--- config.mk ---
export PLATFORM = sky130hd
export DESIGN_NAME = microcore_branch_counter_load
export DESIGN_NICKNAME = d
export VERILOG_FILES = /design/src/hw/branch_pkg.sv /design/src/hw/branch_if.sv /design/src/hw/terminal_count_mem.sv /design/src/hw/branch_target_unit.sv /design/src/hw/microcore_branch_counter_load.sv
export VERILOG_INCLUDE_DIRS = /design/src /design/src/hw
export SDC_FILE = /design/constraint.sdc
export NUM_CORES = 1
export LEC_CHECK = 0
export BUFFER_PORTS_ARGS = -buffer_cell sky130_fd_sc_hd__clkbuf_2
export CAP_MARGIN = 20
export CELL_PAD_IN_SITES_DETAIL_PLACEMENT = 0
export CELL_PAD_IN_SITES_GLOBAL_PLACEMENT = 1
export CORE_ASPECT_RATIO = 1.25
export CORE_MARGIN = 2
export CORE_UTILIZATION = 39
export CTS_BUF_LIST = sky130_fd_sc_hd__clkbuf_16
export CTS_CLUSTER_DIAMETER = 150
export DETAILED_ROUTE_END_ITERATION = 8
export GPL_ROUTABILITY_DRIVEN = 0
export PLACE_DENSITY = 0.8
export SETUP_SLACK_MARGIN = 0.4
export SLEW_MARGIN = 10
export SYNTH_ARGS = -nofsm -noshare
export SYNTH_HDL_FRONTEND = slang
export SYNTH_HIERARCHICAL = 1
export SYNTH_SLANG_ARGS = --single-unit
export TNS_END_PERCENT = 20
--- constraint.sdc ---
create_clock -name clk_in -period 2.54 [get_ports clk_in]
set_input_delay 0 -clock clk_in [delete_from_list [all_inputs] [get_ports clk_in]]
set_output_delay 0 -clock clk_in [all_outputs]
set_load 0.005 [all_outputs]
--- src/hw/branch_consts.svh ---
`ifndef BRANCH_CONSTS_SVH
`define BRANCH_CONSTS_SVH

// ==========================================
// Opcode match masks and values
`define OP_COND_REL_MASK  16'hfc00
`define OP_COND_REL_VAL   16'h3000
`define OP_CALL_ABS_MASK  16'hfff7
`define OP_CALL_ABS_VAL   16'h39b5
`define OP_CALL_REL_MASK  16'hffe0
`define OP_CALL_REL_VAL   16'h2f20
`define OP_TC_LOAD_MASK   16'he007
`define OP_TC_LOAD_VAL    16'ha004

// ==========================================
// Field positions
`define F_DEST_LSB     0
`define F_DEST_MSB     4
`define F_SEL_LSB      5
`define F_SEL_MSB      8
`define F_POL          9
`define F_JREG         3
`define F_SRC_LSB      3
`define F_SRC_MSB      5
`define F_TC_LSB       6
`define F_TC_MSB       7
`define F_SC_TWO_LSB   8
`define F_SC_TWO_MSB   9
`define F_SC_ONE_LSB   10
`define F_SC_ONE_MSB   11
`define F_CLR          12

// ==========================================
// Shortcut actions
`define SC_KEEP        2'h0
`define SC_OFF         2'h1
`define SC_ON          2'h2
`define SC_TOGGLE      2'h3

// ==========================================
// Status register addresses
`define STATUS_A_LO    12'h101
`define STATUS_A_HI    12'h102
`define STATUS_B_LO    12'h121
`define STATUS_B_HI    12'h122

// ==========================================
// Reset values
`define PC_RESET       16'h0000
`define AUX_RESET      16'h0000

`endif

--- src/hw/branch_pkg.sv ---
package branch_pkg;

    // ==========================================
    // Types
    typedef enum logic [2:0] {
        KIND_COND_REL,
        KIND_CALL_ABS,
        KIND_CALL_REL,
        KIND_TC_LOAD,
        KIND_FOREIGN
    } insn_kind_t;

    // Signed 5-bit offset added to the jump's own location
    function automatic logic [15:0] rel_target(input logic [15:0] here, input logic [4:0] dest);
        logic [15:0] ext;
        ext = {{11{dest[4]}}, dest};
        return 16'(here + ext);
    endfunction : rel_target

endpackage : branch_pkg

--- src/hw/branch_if.sv ---
interface branch_if #(parameter int PC_W = 10);
    logic [PC_W-1:0] here_pc;
    logic [4:0]      offset;
    logic [15:0]     status;
    logic [3:0]      bit_sel;
    logic            pol;
    logic [PC_W-1:0] target;
    logic            cond_true;

    modport unit (input here_pc, offset, status, bit_sel, pol, output target, cond_true);
    modport core (output here_pc, offset, status, bit_sel, pol, input target, cond_true);
endinterface : branch_if

--- src/hw/terminal_count_mem.sv ---
module terminal_count_mem #(
    parameter int W     = 16,
    parameter int DEPTH = 4,
    parameter int AW    = 2
) (
    input  wire logic          clk_in,
    input  wire logic          sys_rst_in,
    input  wire logic          wr_en_in,
    input  wire logic [AW-1:0] wr_addr_in,
    input  wire logic [W-1:0]  wr_data_in,
    input  wire logic [AW-1:0] rd_addr_in,
    output logic      [W-1:0]  rd_data_out
);
    logic [W-1:0] mem_r [DEPTH];
    logic [W-1:0] mem_nxt [DEPTH];
    logic [W-1:0] rd_nxt;

    if (DEPTH > (1 << AW))
    begin : g_chk
        $error("terminal_count_mem: depth exceeds address range");
    end

    always_comb
    begin
        mem_nxt = mem_r;
        if (wr_en_in)
        begin
            mem_nxt[wr_addr_in] = wr_data_in;
        end
        rd_nxt = mem_r[rd_addr_in];
    end

    // Read data registered, so a write shows one cycle later
    always_ff @(posedge clk_in or posedge sys_rst_in)
    begin
        if (sys_rst_in)
        begin
            for (int i = 0; i < DEPTH; i++)
            begin
                mem_r[i] <= '0;
            end
            rd_data_out <= '0;
        end
        else
        begin
            mem_r       <= mem_nxt;
            rd_data_out <= rd_nxt;
        end
    end
endmodule : terminal_count_mem

--- src/hw/branch_target_unit.sv ---
module branch_target_unit
    import branch_pkg::*;
#(
    parameter int PC_W = 10
) (
    branch_if.unit br
);
    always_comb
    begin
        br.target    = PC_W'(rel_target(16'(br.here_pc), br.offset));
        br.cond_true = (br.status[br.bit_sel] == br.pol);
    end
endmodule : branch_target_unit

--- src/hw/microcore_branch_counter_load.sv ---
`include "branch_consts.svh"

module microcore_branch_counter_load
    import branch_pkg::*;
#(
    parameter int PC_W   = 10,
    parameter int DATA_W = 16,
    parameter int OUT_W  = 12
) (
    input  wire logic                clk_in,
    input  wire logic                sys_rst_in,
    input  wire logic                insn_valid_in,
    input  wire logic [15:0]         insn_word_in,
    input  wire logic [11:0]         status_addr_in,
    input  wire logic [31:0]         core_control_status_a_in,
    input  wire logic [31:0]         core_control_status_b_in,
    input  wire logic [PC_W-1:0]     jump_reg_one_in,
    input  wire logic [PC_W-1:0]     jump_reg_two_in,
    input  wire logic [8*DATA_W-1:0] arith_regs_in,
    input  wire logic [OUT_W-1:0]    first_output_shortcut_in,
    input  wire logic [OUT_W-1:0]    second_output_shortcut_in,
    input  wire logic [1:0]          tc_rd_sel_in,
    output logic      [PC_W-1:0]     micro_program_counter_out,
    output logic      [PC_W-1:0]     return_address_out,
    output logic      [3:0]          count_clear_out,
    output logic      [OUT_W-1:0]    drive_enable_out,
    output logic                     foreign_insn_out,
    output logic      [DATA_W-1:0]   tc_rd_data_out
);
    // ==========================================
    // Elaboration checks
    if (PC_W < 5 || PC_W > 16)
    begin : g_chk_pc
        $error("microcore_branch_counter_load: PC_W must be 5 to 16");
    end
    if (DATA_W < 1 || OUT_W < 1)
    begin : g_chk_w
        $error("microcore_branch_counter_load: widths must be positive");
    end

    // ==========================================
    // Declarations
    logic [PC_W-1:0]   pc_r;
    logic [PC_W-1:0]   pc_nxt;
    logic [PC_W-1:0]   aux_r;
    logic [PC_W-1:0]   aux_nxt;
    logic [3:0]        clr_r;
    logic [3:0]        clr_nxt;
    logic [OUT_W-1:0]  drv_r;
    logic [OUT_W-1:0]  drv_nxt;
    logic              foreign_r;
    logic              foreign_nxt;
    insn_kind_t        kind;
    logic [PC_W-1:0]   pc_inc;
    logic              tc_we;
    logic [1:0]        tc_idx;
    logic [2:0]        src_idx;
    logic [DATA_W-1:0] src_val;
    logic [1:0]        sc_one_code;
    logic [1:0]        sc_two_code;

    branch_if #(.PC_W(PC_W)) br ();

    // ==========================================
    // Functions
    function automatic insn_kind_t decode(input logic [15:0] w);
        if ((w & `OP_COND_REL_MASK) == `OP_COND_REL_VAL)
            return KIND_COND_REL;
        else if ((w & `OP_CALL_ABS_MASK) == `OP_CALL_ABS_VAL)
            return KIND_CALL_ABS;
        else if ((w & `OP_CALL_REL_MASK) == `OP_CALL_REL_VAL)
            return KIND_CALL_REL;
        else if ((w & `OP_TC_LOAD_MASK) == `OP_TC_LOAD_VAL)
            return KIND_TC_LOAD;
        else
            return KIND_FOREIGN;
    endfunction : decode

    // Unmapped address reads as zero, so no bit can be spuriously set
    function automatic logic [15:0] status_word(input logic [11:0] addr, input logic [31:0] a,
                                                input logic [31:0] b);
        unique case (addr)
            `STATUS_A_LO: return a[15:0];
            `STATUS_A_HI: return a[31:16];
            `STATUS_B_LO: return b[15:0];
            `STATUS_B_HI: return b[31:16];
            default:      return 16'h0000;
        endcase
    endfunction : status_word

    function automatic logic [OUT_W-1:0] apply_sc(input logic [OUT_W-1:0] cur,
                                                  input logic [OUT_W-1:0] mask,
                                                  input logic [1:0]       code);
        unique case (code)
            `SC_KEEP:   return cur;
            `SC_OFF:    return cur & ~mask;
            `SC_ON:     return cur | mask;
            `SC_TOGGLE: return cur ^ mask;
        endcase
    endfunction : apply_sc

    // ==========================================
    // Field extraction
    always_comb
    begin
        kind       = decode(insn_word_in);
        pc_inc     = PC_W'(pc_r + 1'b1);
        tc_idx     = insn_word_in[`F_TC_MSB:`F_TC_LSB];
        src_idx    = insn_word_in[`F_SRC_MSB:`F_SRC_LSB];
        src_val    = arith_regs_in[src_idx*DATA_W +: DATA_W];
        sc_one_code = insn_word_in[`F_SC_ONE_MSB:`F_SC_ONE_LSB];
        sc_two_code = insn_word_in[`F_SC_TWO_MSB:`F_SC_TWO_LSB];
        br.here_pc = pc_r;
        br.offset  = insn_word_in[`F_DEST_MSB:`F_DEST_LSB];
        br.status  = status_word(status_addr_in, core_control_status_a_in,
                                 core_control_status_b_in);
        br.bit_sel = insn_word_in[`F_SEL_MSB:`F_SEL_LSB];
        br.pol     = insn_word_in[`F_POL];
    end

    branch_target_unit #(.PC_W(PC_W)) target_unit (
        .br (br)
    );

    // ==========================================
    // Execution next state
    always_comb
    begin
        pc_nxt      = pc_r;
        aux_nxt     = aux_r;
        clr_nxt     = 4'h0;
        drv_nxt     = drv_r;
        foreign_nxt = 1'b0;
        tc_we       = 1'b0;
        if (insn_valid_in)
        begin
            unique case (kind)
                KIND_COND_REL:
                begin
                    pc_nxt = br.cond_true ? br.target : pc_inc;
                end
                KIND_CALL_ABS:
                begin
                    pc_nxt  = insn_word_in[`F_JREG] ? jump_reg_two_in : jump_reg_one_in;
                    aux_nxt = pc_r;
                end
                KIND_CALL_REL:
                begin
                    pc_nxt  = br.target;
                    aux_nxt = pc_r;
                end
                KIND_TC_LOAD:
                begin
                    pc_nxt = pc_inc;
                    tc_we  = 1'b1;
                    if (insn_word_in[`F_CLR])
                    begin
                        clr_nxt = 4'(1 << tc_idx);
                    end
                    // First shortcut applies before the second on shared outputs
                    drv_nxt = apply_sc(apply_sc(drv_r, first_output_shortcut_in, sc_one_code),
                                       second_output_shortcut_in, sc_two_code);
                end
                KIND_FOREIGN:
                begin
                    pc_nxt      = pc_inc;
                    foreign_nxt = 1'b1;
                end
            endcase
        end
    end

    always_ff @(posedge clk_in or posedge sys_rst_in)
    begin
        if (sys_rst_in)
        begin
            pc_r      <= PC_W'(`PC_RESET);
            aux_r     <= PC_W'(`AUX_RESET);
            clr_r     <= 4'h0;
            drv_r     <= '0;
            foreign_r <= 1'b0;
        end
        else
        begin
            pc_r      <= pc_nxt;
            aux_r     <= aux_nxt;
            clr_r     <= clr_nxt;
            drv_r     <= drv_nxt;
            foreign_r <= foreign_nxt;
        end
    end

    // ==========================================
    // Terminal count registers a to d
    terminal_count_mem #(.W(DATA_W), .DEPTH(4), .AW(2)) terminal_count_bank (
        .clk_in      (clk_in),
        .sys_rst_in  (sys_rst_in),
        .wr_en_in    (tc_we),
        .wr_addr_in  (tc_idx),
        .wr_data_in  (src_val),
        .rd_addr_in  (tc_rd_sel_in),
        .rd_data_out (tc_rd_data_out)
    );

    // ==========================================
    // Outputs
    always_comb
    begin
        micro_program_counter_out = pc_r;
        return_address_out        = aux_r;
        count_clear_out           = clr_r;
        drive_enable_out          = drv_r;
        foreign_insn_out          = foreign_r;
    end
endmodule : microcore_branch_counter_load

# After elaboration in Yosys (flattened, before gate mapping)
# Cells that the tools add are included.
# totals
elab_cells	82
register_bits	117
output_inout_bits	53
# classes
bitwise	10
muxes	27
n_addsub	2
n_shift	2
n_reduce_logical	8
eq_ne	19
magnitude_cmp	4
# op_table
operator	count
indexed part select 128 x 8 -> 16 bit	1
case mux 12 bit (4 select lines)	2
bitwise mux 64 bit	1
case mux 16 bit (4 select lines)	1
== test 12 x 9 -> 1 bit (second input constant)	4
2-to-1 mux 16 bit	3
case mux 10 bit (4 select lines)	1
binary-select mux 16 bit (select 2 bit)	1
demux 16 bit (select 2 bit)	1
bitwise AND 12 bit	2
2-to-1 mux 12 bit	2
inverter 12 bit	2
bitwise OR 12 bit	2
bitwise XOR 12 bit	2
2-to-1 mux 10 bit	2
== test 15 x 13 -> 1 bit (second input constant)	1
2-to-1 mux 3 bit	4
2-to-1 mux 4 bit	3
== test 11 x 9 -> 1 bit (second input constant)	1
adder 10 x 1 -> 10 bit (second input constant)	1
adder 10 x 5 -> 10 bit	1
== test 2 bit (second input constant)	4
== test 3 x 2 -> 1 bit (second input constant)	2
== test 6 x 4 -> 1 bit (second input constant)	1
other kinds (17)	27

# Logic depth before layout (Yosys ltp)
# Gate-level depths: netlist (run 1).
# depth
depth_word	10
ltp_mapped	15
ltp_nobuf	12

# Cells and area by module
# Netlist (run 1), hierarchy kept.
# modules_own_cells
module	cells_each	area_per_inst_um2	seq_area_each_um2	n_inst
microcore_branch_counter_load	509	4953.5	925.9	1
terminal_count_mem	173	3198.1	2001.9	1
branch_target_unit	59	529.3	0.0	1

# Worst setup path after synthesis (run 1)
# Ideal clock, no wire load.
# synth_path
path_kind	input to register
start	input port status_addr_in[5]
end	register pc_r[1], in the netlist micro_program_counter_out[1]
cell_stages	12
slack_ns	-0.194
t_required_ns	2.405
setup_ns	0.135
arrival_ns	2.599
n_path_buf	3
path_cell_list	clkbuf_1 > clkbuf_1 > mux2i_1 > o22ai_1 > mux4_1 > mux2i_1 > mux2i_1 > xnor2_1 > clkbuf_1 > o211ai_1 > o211ai_1 > o21ai_0
# synth_via
elab_chain_cells	7
# synth_lines
item	line_no	rtl
start: declaration	microcore_branch_counter_load.sv:14	input wire logic [11:0] status_addr_in,
== test 12 x 9 -> 1 bit	microcore_branch_counter_load.sv:82	unique case (addr)
case mux 16 bit (4 select lines) *	microcore_branch_counter_load.sv:82	
via br.status[11]	branch_if.sv:4	logic [15:0] status;
binary-select mux 1 bit (select 4 bit) *	branch_target_unit.sv:11	br.cond_true = (br.status[br.bit_sel] == br.pol);
2-to-1 mux 1 bit (implied by the code) *	branch_target_unit.sv:11	
== test 1 bit *	branch_target_unit.sv:11	
via br.cond_true	branch_if.sv:8	logic cond_true;
2-to-1 mux 10 bit *	microcore_branch_counter_load.sv:140	pc_nxt = br.cond_true ? br.target : pc_inc;
case mux 10 bit (4 select lines) *	microcore_branch_counter_load.sv:137	unique case (kind)
end signal: assignment	microcore_branch_counter_load.sv:177	pc_r <= PC_W'(`PC_RESET);
end signal: assignment	microcore_branch_counter_load.sv:185	pc_r <= pc_nxt;
end: declaration	microcore_branch_counter_load.sv:43	logic [PC_W-1:0] pc_r;
# The timed path passes the listed nets; every way through them passes the cells marked *. The select of a mux whose other input is x is not followed.
# A chain may end at the register's enable or synchronous reset.

# Final worst setup path (run 1)
# layout_path
start	input port status_addr_in[7]
end	register pc_r[4], in the netlist micro_program_counter_out[4]
# Same word-level chain as after synthesis.

==> results.toml, run 1 <==
[setup_path]
critical-path-max-stage-delay_ns = 0.43
required_ns = 2.82
criticalPathCategory = "input pin to flop"
arrival_ns = 2.60
crit_slowest_cell = "or3b_4"
cp_max_fo = 7
cp-start-kind = "input pin"
timing.critical_path.cells = "buf_6 > nor4b_4 > nand3_2 > or3b_4 > buf_8 > o22ai_4 > mux4_2 > mux2i_1 > mux2i_1 > buf_4 > xnor2_4 > a21o_1 > buf_6 > a31oi_2 > nand3_1"
reg2regPathDepth = 9
endpoint_kind = "flop"
r2r_slack_ns = 0.33

[synth]
synth_top_area_share = 0.337
synth_top_area_cell = "dfrtp_1"
synth.most_common_cell = "dfrtp_1"
yosysWarnings = 6
synthCells = 741
netlist_area_um2 = 8680
synth_common_cells = "117 x dfrtp_1, 82 x mux2_2, 76 x inv_1, 64 x mux4_2, 58 x ha_1"
ys_ff_latch = 117
async_reset_ff_frac = 1.00
synthDistinctLibCells = 58
synth_ff_type = "dfrtp_1"
synth.area.top_cells = "dfrtp_1 34%, mux4_2 17%, mux2_2 11%, ha_1 8.4%, mux2i_1 5.2%"
synth-seq-area-share = 0.337
synth_edf_count = 0
avgSynthCellArea_um2 = 11.7
synth_nets = 1069

[global_route]
antenna_found_initial = 0
grt_usage = 0.210
grt_pass1_wl_um = 37800
first_global_vias = 7370
grt_max_degree = 50
gr-total-overflow = 0

[drt]
ant_nets = 0
viasPerCell = 5.23
first_pass_iters = 4
wl_um = 24700
drtIter0Drc = 279
highest_layer = "met4"
wl_met2_um = 12800
wire_per_inst_um = 18.1
dr_wl_met3_um = 1490
vias = 7152
met1_length_um = 10100
route.detailed.drc = 0

[pwr]
p_leak_nw = 5.91
switchingPower_w = 0.00221
pwr-share-clk = 0.353
pwr-share-comb = 0.316
p_int_w = 0.00438
max-vdd-ir-drop_uv = 428
p_seq_frac = 0.331
power_density_nw_per_um2 = 572
total_power_w = 0.00659
swShare = 0.336

[timing]
skew_ns = 0.0102
hold-worst-slack_ns = 0.0342
slew_viol_final = 0
fin_crit_ns = 2.32
max_freq_mhz = 432
rsz0062_at_grt = "true"
setup-tns-final_ns = 0
setup_violations = 0
tightest_slew_ns = 0.660
finalCritPeriodShare = 0.912
hold_viol = 0
max-slew-margin-rel = 0.560

[floorplanning]
pin_count = 322
die_h_um = 171
die-area_um2 = 23500
start_util = 0.394
die_x_um = 137
row_count = 61
core_region_area_um2 = 22100

[place]
dp_hpwl_um = 18900
port_buffers = 321
dpl.cell_count = 1327

[clock_network]
clock_tree.root_cell = "clkbuf_16"
cts.clk_slew.worst_paths_ns = 0.06
cts_sinks = 117
cts_buffers = 17
insertion_delay_ns = 0.41
cts_buffer_depth = 2
htreeDepth = 4
cts_tree = "built"

[final_layout]
drive_gt1_frac = 0.532
final_cells = 1368
fin_nets = 1399
num-fill-cells = 1990
syn_to_final_growth_pct = 32.7
post-route-util = 0.522

[min_path]
whs_path_depth = 2
hold_class = "input pin to flop"

[status]
status = "complete, no violations"

[flow_run]
drv_cap = 0
-- area by class of cell --
| type | count | area (µm²) | area share |
|---|---|---|---|
| multi-input cells | 499 | 5380 | 0.467 |
| flip-flops and latches | 117 | 2930 | 0.254 |
| repair buffers | 360 | 1990 | 0.173 |
| clock buffers | 17 | 425 | 0.0369 |
| well taps | 283 | 354 | 0.0307 |
| inverters | 76 | 287 | 0.0249 |
| clock inverters | 15 | 154 | 0.0134 |
| diodes | 1 | 2.50 | 0.000217 |
-- layout by cell type (no fill, tap or decap), types with 22 or more instances in the layout --
master    count
mux4_2       67
clkbuf_2    319
inv_1        75
dfrtp_1     117
mux2_2       82
ha_1         58
a21oi_1      22
buf_4        24
mux2i_1      45
nor2_1       33
nand2_1      25
-- worst max-delay path: cells and delay by family --
family | cells | cell delay (ns)
AOI/OAI and AO/OA | 3 | 0.56
xor gates and xnor gates | 1 | 0.13
buffers and inverters | 4 | 0.56
muxes | 3 | 0.48
and+or+nand+nor | 4 | 0.88
-- through the flow --
step	cell area (µm²)	worst slack, ns
floorplan	8740	0.0558
global placement	10700	-0.309
detailed placement	10700	-0.301
CTS	11400	0.243
global route	11500	0.149
finish	11500	0.224
-- power groups by stage --
| stage | combinational [W] | sequential, W | clock [W] |
|---|---|---|---|
| after detailed placement | 0.00202 | 0.00221 | 0 |
| after CTS | 0.00205 | 0.00218 | 0.00238 |
| final | 0.00208 | 0.00218 | 0.00233 |
| after floorplan | 0.00127 | 0.00222 | 0 |
| after global routing | 0.00230 | 0.00221 | 0.00248 |
| after global placement | 0.00199 | 0.00221 | 0 |
-- kinds of logic after synthesis --
family                   synth area share
adder cells (fa/ha/maj)            0.0859
XOR/XNOR                           0.0161
multiplexers                        0.347
buffers and inverters              0.0605
AO/OA/AOI/OAI                      0.0787
flip-flops                          0.337
AND/OR/NAND/NOR                    0.0747
-- routing by layer --
metal | vias to the layer above | global-route usage
li1 | 3405 | -
met1 | 3494 | 0.260
met2 | 233 | 0.369
met3 | 20 | 0.0441
met4 | 0 | 0.0560
met5 | - | 0
-- path summary, 6_finish.rpt --
check,start,to
min in group asynchronous,sys_rst_in,count_clear_out[1]$_DFF_PP0_
max,status_addr_in[7],micro_program_counter_out[4]$_DFFE_PP0P_
min,insn_word_in[6],count_clear_out[3]$_DFF_PP0_
max in group asynchronous,sys_rst_in,return_address_out[4]$_DFFE_PP0P_
min reg2reg,return_address_out[0]$_DFFE_PP0P_,return_address_out[0]$_DFFE_PP0P_
max reg2reg,micro_program_counter_out[3]$_DFFE_PP0P_,micro_program_counter_out[5]$_DFFE_PP0P_
-- what timing repair did --
| action | CTS | global route |
|---|---|---|
| gates resized for setup | 13 | 23 |
| cloned | 1 | 1 |
| hold buffers | 5 | 0 |
| buffers inserted | 1 | 0 |
| pin swaps | 14 | 9 |
| hold endpoints to repair | 44 | 0 |
| setup endpoints to repair | 14 | 18 |
-- flip-flops by register name (all words and copies together), names as in the netlist --
name,count
drive_enable_out,12
terminal_count_bank/mem_r,64
return_address_out,10
terminal_count_bank/rd_data_out,16
count_clear_out,4
foreign_insn_out,1
micro_program_counter_out,10
(Power assumes the default switching activity.)
==> inputs of run 2 (changes only) <==
Settings changed: ABC_AREA set to 1, CORE_UTILIZATION 39 to 36, PLACE_DENSITY 0.8 to 0.87.
==> run 2 against run 1 <==
  * Fmax grew 13%
  * Routed wire length grew 47%
  * Synthesized cell count rose by 100%
  * Sequential share of layout area down 2.4 points
  * First-iteration DRC count rose to 3.3 times the previous value
  * Die area increased by 23%
  * Via count is 55% higher
  * Power increased by 9.5%
  * Clock-buffer cell count unchanged
  * Setup slack better by 0.26 ns
  * Flip-flop and latch count stayed put
  * Core utilization is 5.2 points lower
==> results.toml, run 2 <==
[timing]
skew_ns = 0.00787
tightest_slew_ns = 0.869
max-slew-margin-rel = 0.421
hold-worst-slack_ns = 0.0531
slew_viol_final = 0
setup_ws_ns = 0.482
fin_crit_ns = 2.06
hold_viol = 0
rsz0062_at_grt = "true"
finalCritPeriodShare = 0.810
max_freq_mhz = 486
setup_violations = 0
setup-tns-final_ns = 0

[drt]
drtIter0Drc = 909
first_pass_iters = 5
wl_um = 36200
vias = 11100
ant_nets = 0
viasPerCell = 5.16
wire_per_inst_um = 16.8
route.detailed.drc = 0

[final_layout]
fin_nets = 2121
num-fill-cells = 2808
stdcell_area_um2 = 12700
layout_commonest_cell = "nand2_1"
regArea_um2 = 2930
top_register = "terminal_count_bank/mem_r"
syn_to_final_growth_pct = 28.0
drive_gt1_frac = 0.268
largest_reg_flops = 64
n_antenna_cell = 0
multi_input_area_um2 = 5790
layout_common_cells = "368 x nand2_1, 321 x clkbuf_2, 200 x inv_1"

[synth]
async_reset_ff_frac = 1.00
synthDistinctLibCells = 45
synth_top_area_cell = "dfrtp_1"
synth_nets = 1814
ys_ff_latch = 117
synth_edf_count = 0
netlist_area_um2 = 9920
synth.most_common_cell = "nand2_1"
synthCells = 1486
yosysWarnings = 6
synth-seq-area-share = 0.295
avgSynthCellArea_um2 = 6.67
synth_ff_type = "dfrtp_1"
synth_top_area_share = 0.295
synth.area.top_cells = "dfrtp_1 30%, nand2_1 14%, nand3_1 7.9%, inv_1 7.8%, ha_1 7.3%"
synth_common_cells = "370 x nand2_1, 205 x inv_1, 157 x nand3_1, 152 x nor2_1, 117 x dfrtp_1"

[setup_path]
endpoint_kind = "flop"
criticalPathCategory = "flop to flop"
cp_max_fo = 3
reg2regPathDepth = 13
cp-start-kind = "flop"
arrival_ns = 2.38
worstSetupEndpoint = "micro_program_counter_out[8]$_DFFE_PP0P_"
critical-path-max-stage-delay_ns = 0.39
r2r_start = "micro_program_counter_out[0]$_DFFE_PP0P_"
r2r-end = "micro_program_counter_out[8]$_DFFE_PP0P_"
timing.critical_path.cells = "ha_2 > inv_2 > fa_2 > o21ai_4 > nand4_1 > nand3_1 > nand2_1 > inv_2 > a21oi_2 > o21ai_1 > nand3_1 > nand2_1 > nand2_1"
required_ns = 2.86
r2r_slack_ns = 0.48
path_common_cell = "nand2_1"
crit_slowest_cell = "fa_2"
crit_cells = 13
cp-startpoint = "micro_program_counter_out[0]$_DFFE_PP0P_"
path_delay_family = "adder cells"
critPathBufInv = 2

[pwr]
power_density_nw_per_um2 = 568
max-vdd-ir-drop_uv = 382
p_leak_nw = 6.90
total_power_w = 0.00722

[global_route]
antenna_found_initial = 1
grt_pass1_wl_um = 55800
gr-total-overflow = 0
grt_usage = 0.243
grt_max_degree = 53
first_global_vias = 10600

[flow_run]
drv_cap = 0

[clock_network]
cts_buffer_depth = 2
clock_tree.root_cell = "clkbuf_16"
cts_tree = "built"
htreeDepth = 4
insertion_delay_ns = 0.43
cts_buffers = 17
cts.clk_slew.worst_paths_ns = 0.07
cts_sinks = 117

[floorplanning]
pin_count = 322
die_x_um = 152
die_h_um = 190
start_util = 0.367
die-area_um2 = 28900
row_count = 67
core_region_area_um2 = 27000

[place]
placed_cell_area_um2 = 11800
place_ws_ns = 0.0358
dp_hpwl_um = 26400
port_buffers = 321

[status]
status = "complete, no violations"

[min_path]
hold_class = "input pin to flop"
run 2: changes by cell type after synthesis, sizes merged, moves of 10 or more:
cell,previous run,this run
a31oi,5,19
nand4,1,53
a211oi,19,0
mux2i,45,5
nand2,27,374
o21ai,22,147
mux4,68,0
buf,23,62
xnor2,12,2
nor2,33,157
mux2,88,0
inv,76,218
nand3,18,163
run 2: cells by family (layout without fill, tap and decap cells):
kind of cell               after synthesis  in the layout  synth area share
buffers and inverters                  302            622             0.132
DFF                                    117            117             0.295
and+or+nand+nor                        765            765             0.346
AOI/OAI and AO/OA                      231            231             0.140
xor gates and xnor gates                 7              7           0.00618
adders and majority gates               59             59            0.0752
muxes                                    5              5           0.00505
run 2: cell type report:
cell class / count / share of cell area
timing repair buffer: 370 / 0.169
multi-input combinational: 1067 / 0.456
clock inverter: 15 / 0.0119
tap: 345 / 0.0340
inverter: 220 / 0.0655
clock buffer: 17 / 0.0335
sequential: 117 / 0.231
run 2: how the worst min path moves through the flow:
stage / start / to / slack (ns) / depth (start not counted)
after global routing: jump_reg_two_in[0] / micro_program_counter_out[0]$_DFFE_PP0P_ / 0.07 / 6
after floorplan: insn_word_in[7] / count_clear_out[0]$_DFF_PP0_ / 0.07 / 1
after CTS: jump_reg_two_in[0] / micro_program_counter_out[0]$_DFFE_PP0P_ / 0.03 / 6
after detailed placement: sys_rst_in / terminal_count_bank/mem_r[13]$_DFFE_PP0P_ / 0.13 / 2
final: jump_reg_two_in[0] / micro_program_counter_out[0]$_DFFE_PP0P_ / 0.05 / 6
after global placement: sys_rst_in / terminal_count_bank/mem_r[13]$_DFFE_PP0P_ / 0.13 / 2
run 2: tightest hold or removal path, delay by kind of cell:
family,cells,cell delay (ns)
AOI/OAI and AO/OA,1,0.10
buffers and inverters,1,0.07
and+or+nand+nor,4,0.28
run 2: metrics by stage:
stage,util,cells
floorplan,-,1486
global placement,0.436,2098
detailed placement,0.436,2098
CTS,0.461,2140
global route,0.470,2151
finish,0.470,2151
run 2: timing repair:
action / in CTS / in global routing
endpoints found under the setup margin: 2 / 16
gates cloned: 0 / 6
hold buffers: 9 / 0
pin swaps: 2 / 16
gates resized for setup: 1 / 25
endpoints found under the hold margin: 74 / 0
buffers inserted: 1 / 5
run 2: where the power goes:
part	switching [W]	leakage, nW	internal (W)
combinational	0.00156	5.09	0.00101
clock	0.00108	0.277	0.00130
sequential	0.000221	1.54	0.00205
run 2: per-layer routing:
layer	routed length, µm	up-vias	track usage
met3	2340	71	0.0444
li1	-	5462	-
met1	15300	5155	0.305
met5	9	-	0
met2	17500	406	0.416
met4	1040	2	0.0929
==> inputs of run 3 (changes only) <==
Settings changed: CORE_UTILIZATION 36 to 32, PLACE_DENSITY 0.87 to 0.82.
Clock period 2.54 ns to 1.69 ns, I/O delays scaled along.
==> run 3 against run 2 <==
  * The run now ends with negative setup slack left
  * Design area increased by 11%
  * First-iteration DRC count is 26% lower
  * Die area grew 12%
  * Fmax up 0.23%
  * Clock power increased by 49%
  * Core utilization is 1.0 points lower
  * Critical path type unchanged
  * Largest cell class unchanged
  * Highest routed layer unchanged
==> results.toml, run 3 (same netlist as run 2, synthesis figures left out) <==
[drt]
first_pass_iters = 5
route.detailed.drc = 0
wl_um = 38700
drtIter0Drc = 673
vias = 11500
ant_nets = 0
wire_per_inst_um = 16.6
viasPerCell = 4.94

[final_layout]
syn_to_final_growth_pct = 42.6
top_register = "terminal_count_bank/mem_r"
layout_commonest_cell = "nand2_1"
drive_gt1_frac = 0.345
layout_common_cells = "357 x nand2_1, 319 x clkbuf_2, 192 x inv_1"
final_cells = 2335
fin_nets = 2241
largest_reg_flops = 64

[setup_path]
cp-startpoint = "micro_program_counter_out[0]$_DFFE_PP0P_"
path_common_cell = "buf_6"
required_ns = 2.07
endpoint_kind = "flop"
timing.critical_path.cells = "ha_2 > inv_2 > fa_2 > o21ai_4 > buf_6 > buf_6 > xor2_4 > nor2_2 > nor2_1 > a21oi_1 > nand3b_1 > nand2_1 > inv_1"
cp-start-kind = "flop"
criticalPathCategory = "flop to flop"
critical-path-max-stage-delay_ns = 0.40
crit_cells = 13
critPathBufInv = 4
crit_slowest_cell = "fa_2"
r2r_start = "micro_program_counter_out[0]$_DFFE_PP0P_"
r2r-end = "micro_program_counter_out[4]$_DFFE_PP0P_"
r2r_slack_ns = -0.36
arrival_ns = 2.43
reg2regPathDepth = 13
cp_max_fo = 3
worstSetupEndpoint = "micro_program_counter_out[4]$_DFFE_PP0P_"
path_delay_family = "adder cells"

[global_route]
grt_pass1_wl_um = 60200
gr-total-overflow = 0
grt_usage = 0.237
first_global_vias = 11400
grt_max_degree = 81
antenna_found_initial = 4

[timing]
fin_crit_ns = 2.05
setup_ws_ns = -0.363
skew_ns = 0.0129
tightest_slew_ns = 0.952
hold-worst-slack_ns = 0.0499
rsz0062_at_grt = "true"
setup-tns-final_ns = -4.15
slew_viol_final = 0
hold_viol = 0
setup_violations = 22
finalCritPeriodShare = 1.21
max-slew-margin-rel = 0.365
max_freq_mhz = 487

[clock_network]
cts_sinks = 117
cts_tree = "built"
clock_tree.root_cell = "clkbuf_16"
insertion_delay_ns = 0.44
cts_buffer_depth = 2
cts_buffers = 17
htreeDepth = 4
cts.clk_slew.worst_paths_ns = 0.07

[flow_run]
drv_cap = 0

[pwr]
p_leak_nw = 7.52
power_density_nw_per_um2 = 852
max-vdd-ir-drop_uv = 435

[place]
place_ws_ns = -0.748
port_buffers = 321
dpl.cell_count = 2277
dp_hpwl_um = 28900

[floorplanning]
start_util = 0.323
pin_count = 322
row_count = 72
core_region_area_um2 = 30700
die_h_um = 201
die-area_um2 = 32400
die_x_um = 161

[status]
status = "finished, violations left"
violations = "negative setup slack"

[min_path]
hold_class = "input pin to flop"
[run 3: cell types whose count changed in the layout (fill, tap and decap cells not counted), sizes merged, moves of 2 or more]
| cell | delta |
|---|---|
| buf | +123 |
| clkbuf | -4 |
| clkinv | +2 |
| clkinvlp | +4 |
| diode | +2 |
| inv | -6 |
[run 3: worst min path at each step]
stage	start	to	slack (ns)	cells after the start
6_report	insn_valid_in	count_clear_out[2]$_DFF_PP0_	0.05	4
3_3_place_gp	sys_rst_in	terminal_count_bank/mem_r[13]$_DFFE_PP0P_	0.16	3
4_1_cts	jump_reg_one_in[6]	micro_program_counter_out[6]$_DFFE_PP0P_	0.04	6
3_5_place_dp	sys_rst_in	terminal_count_bank/mem_r[13]$_DFFE_PP0P_	0.15	3
2_1_floorplan	insn_word_in[7]	count_clear_out[0]$_DFF_PP0_	0.07	1
5_1_grt	tc_rd_sel_in[1]	terminal_count_bank/rd_data_out[15]$_DFF_PP0_	0.07	4
[run 3: report_power, final]
part           internal, W  total (W)  switching [W]
combinational      0.00231    0.00521        0.00291
sequential         0.00308    0.00330       0.000223
clock              0.00202    0.00354        0.00152
[run 3: metrics by stage]
step	utilization	power, W	instance area [µm²]
final	0.460	0.0121	14100
after global routing	0.460	0.0128	14100
after CTS	0.451	0.0118	13900
after detailed placement	0.418	0.00782	12800
after global placement	0.418	0.00774	12800
after floorplan	-	0.00570	9940
[run 3: worst min-delay path: stages]
cell and delay (ns):
clkbuf_2 0.15, nand2_2 0.11, buf_4 0.14, nor4_1 0.05
[run 3: area by class of cell]
type	count	area, µm²
Sequential cell	117	2930
Clock inverter	15	131
Clock buffer	17	425
Inverter	220	838
Timing Repair Buffer	489	3160
Fill cell	3164	16600
Antenna cell	2	5.00
Tap cell	407	509
Timing Repair inverter	1	6.26
Multi-Input combinational cell	1067	6130
[run 3: timing repair]
action / 4_1_cts / 5_1_grt
hold buffers: 9 / 0
buffers inserted: 5 / 7
pin swaps: 65 / 37
setup endpoints to repair: 36 / 73
gates resized for setup: 64 / 54
gates cloned: 3 / 0
endpoints found under the hold margin: 126 / 0
[run 3: routing by layer]
| layer | wire, µm | share of wire | global-route usage |
|---|---|---|---|
| met4 | 1300 | 0.034 | 0.0826 |
| met5 | 30 | 0.00077 | 0 |
| met1 | 15300 | 0.39 | 0.279 |
| met2 | 19900 | 0.51 | 0.426 |
| met3 | 2270 | 0.059 | 0.0442 |
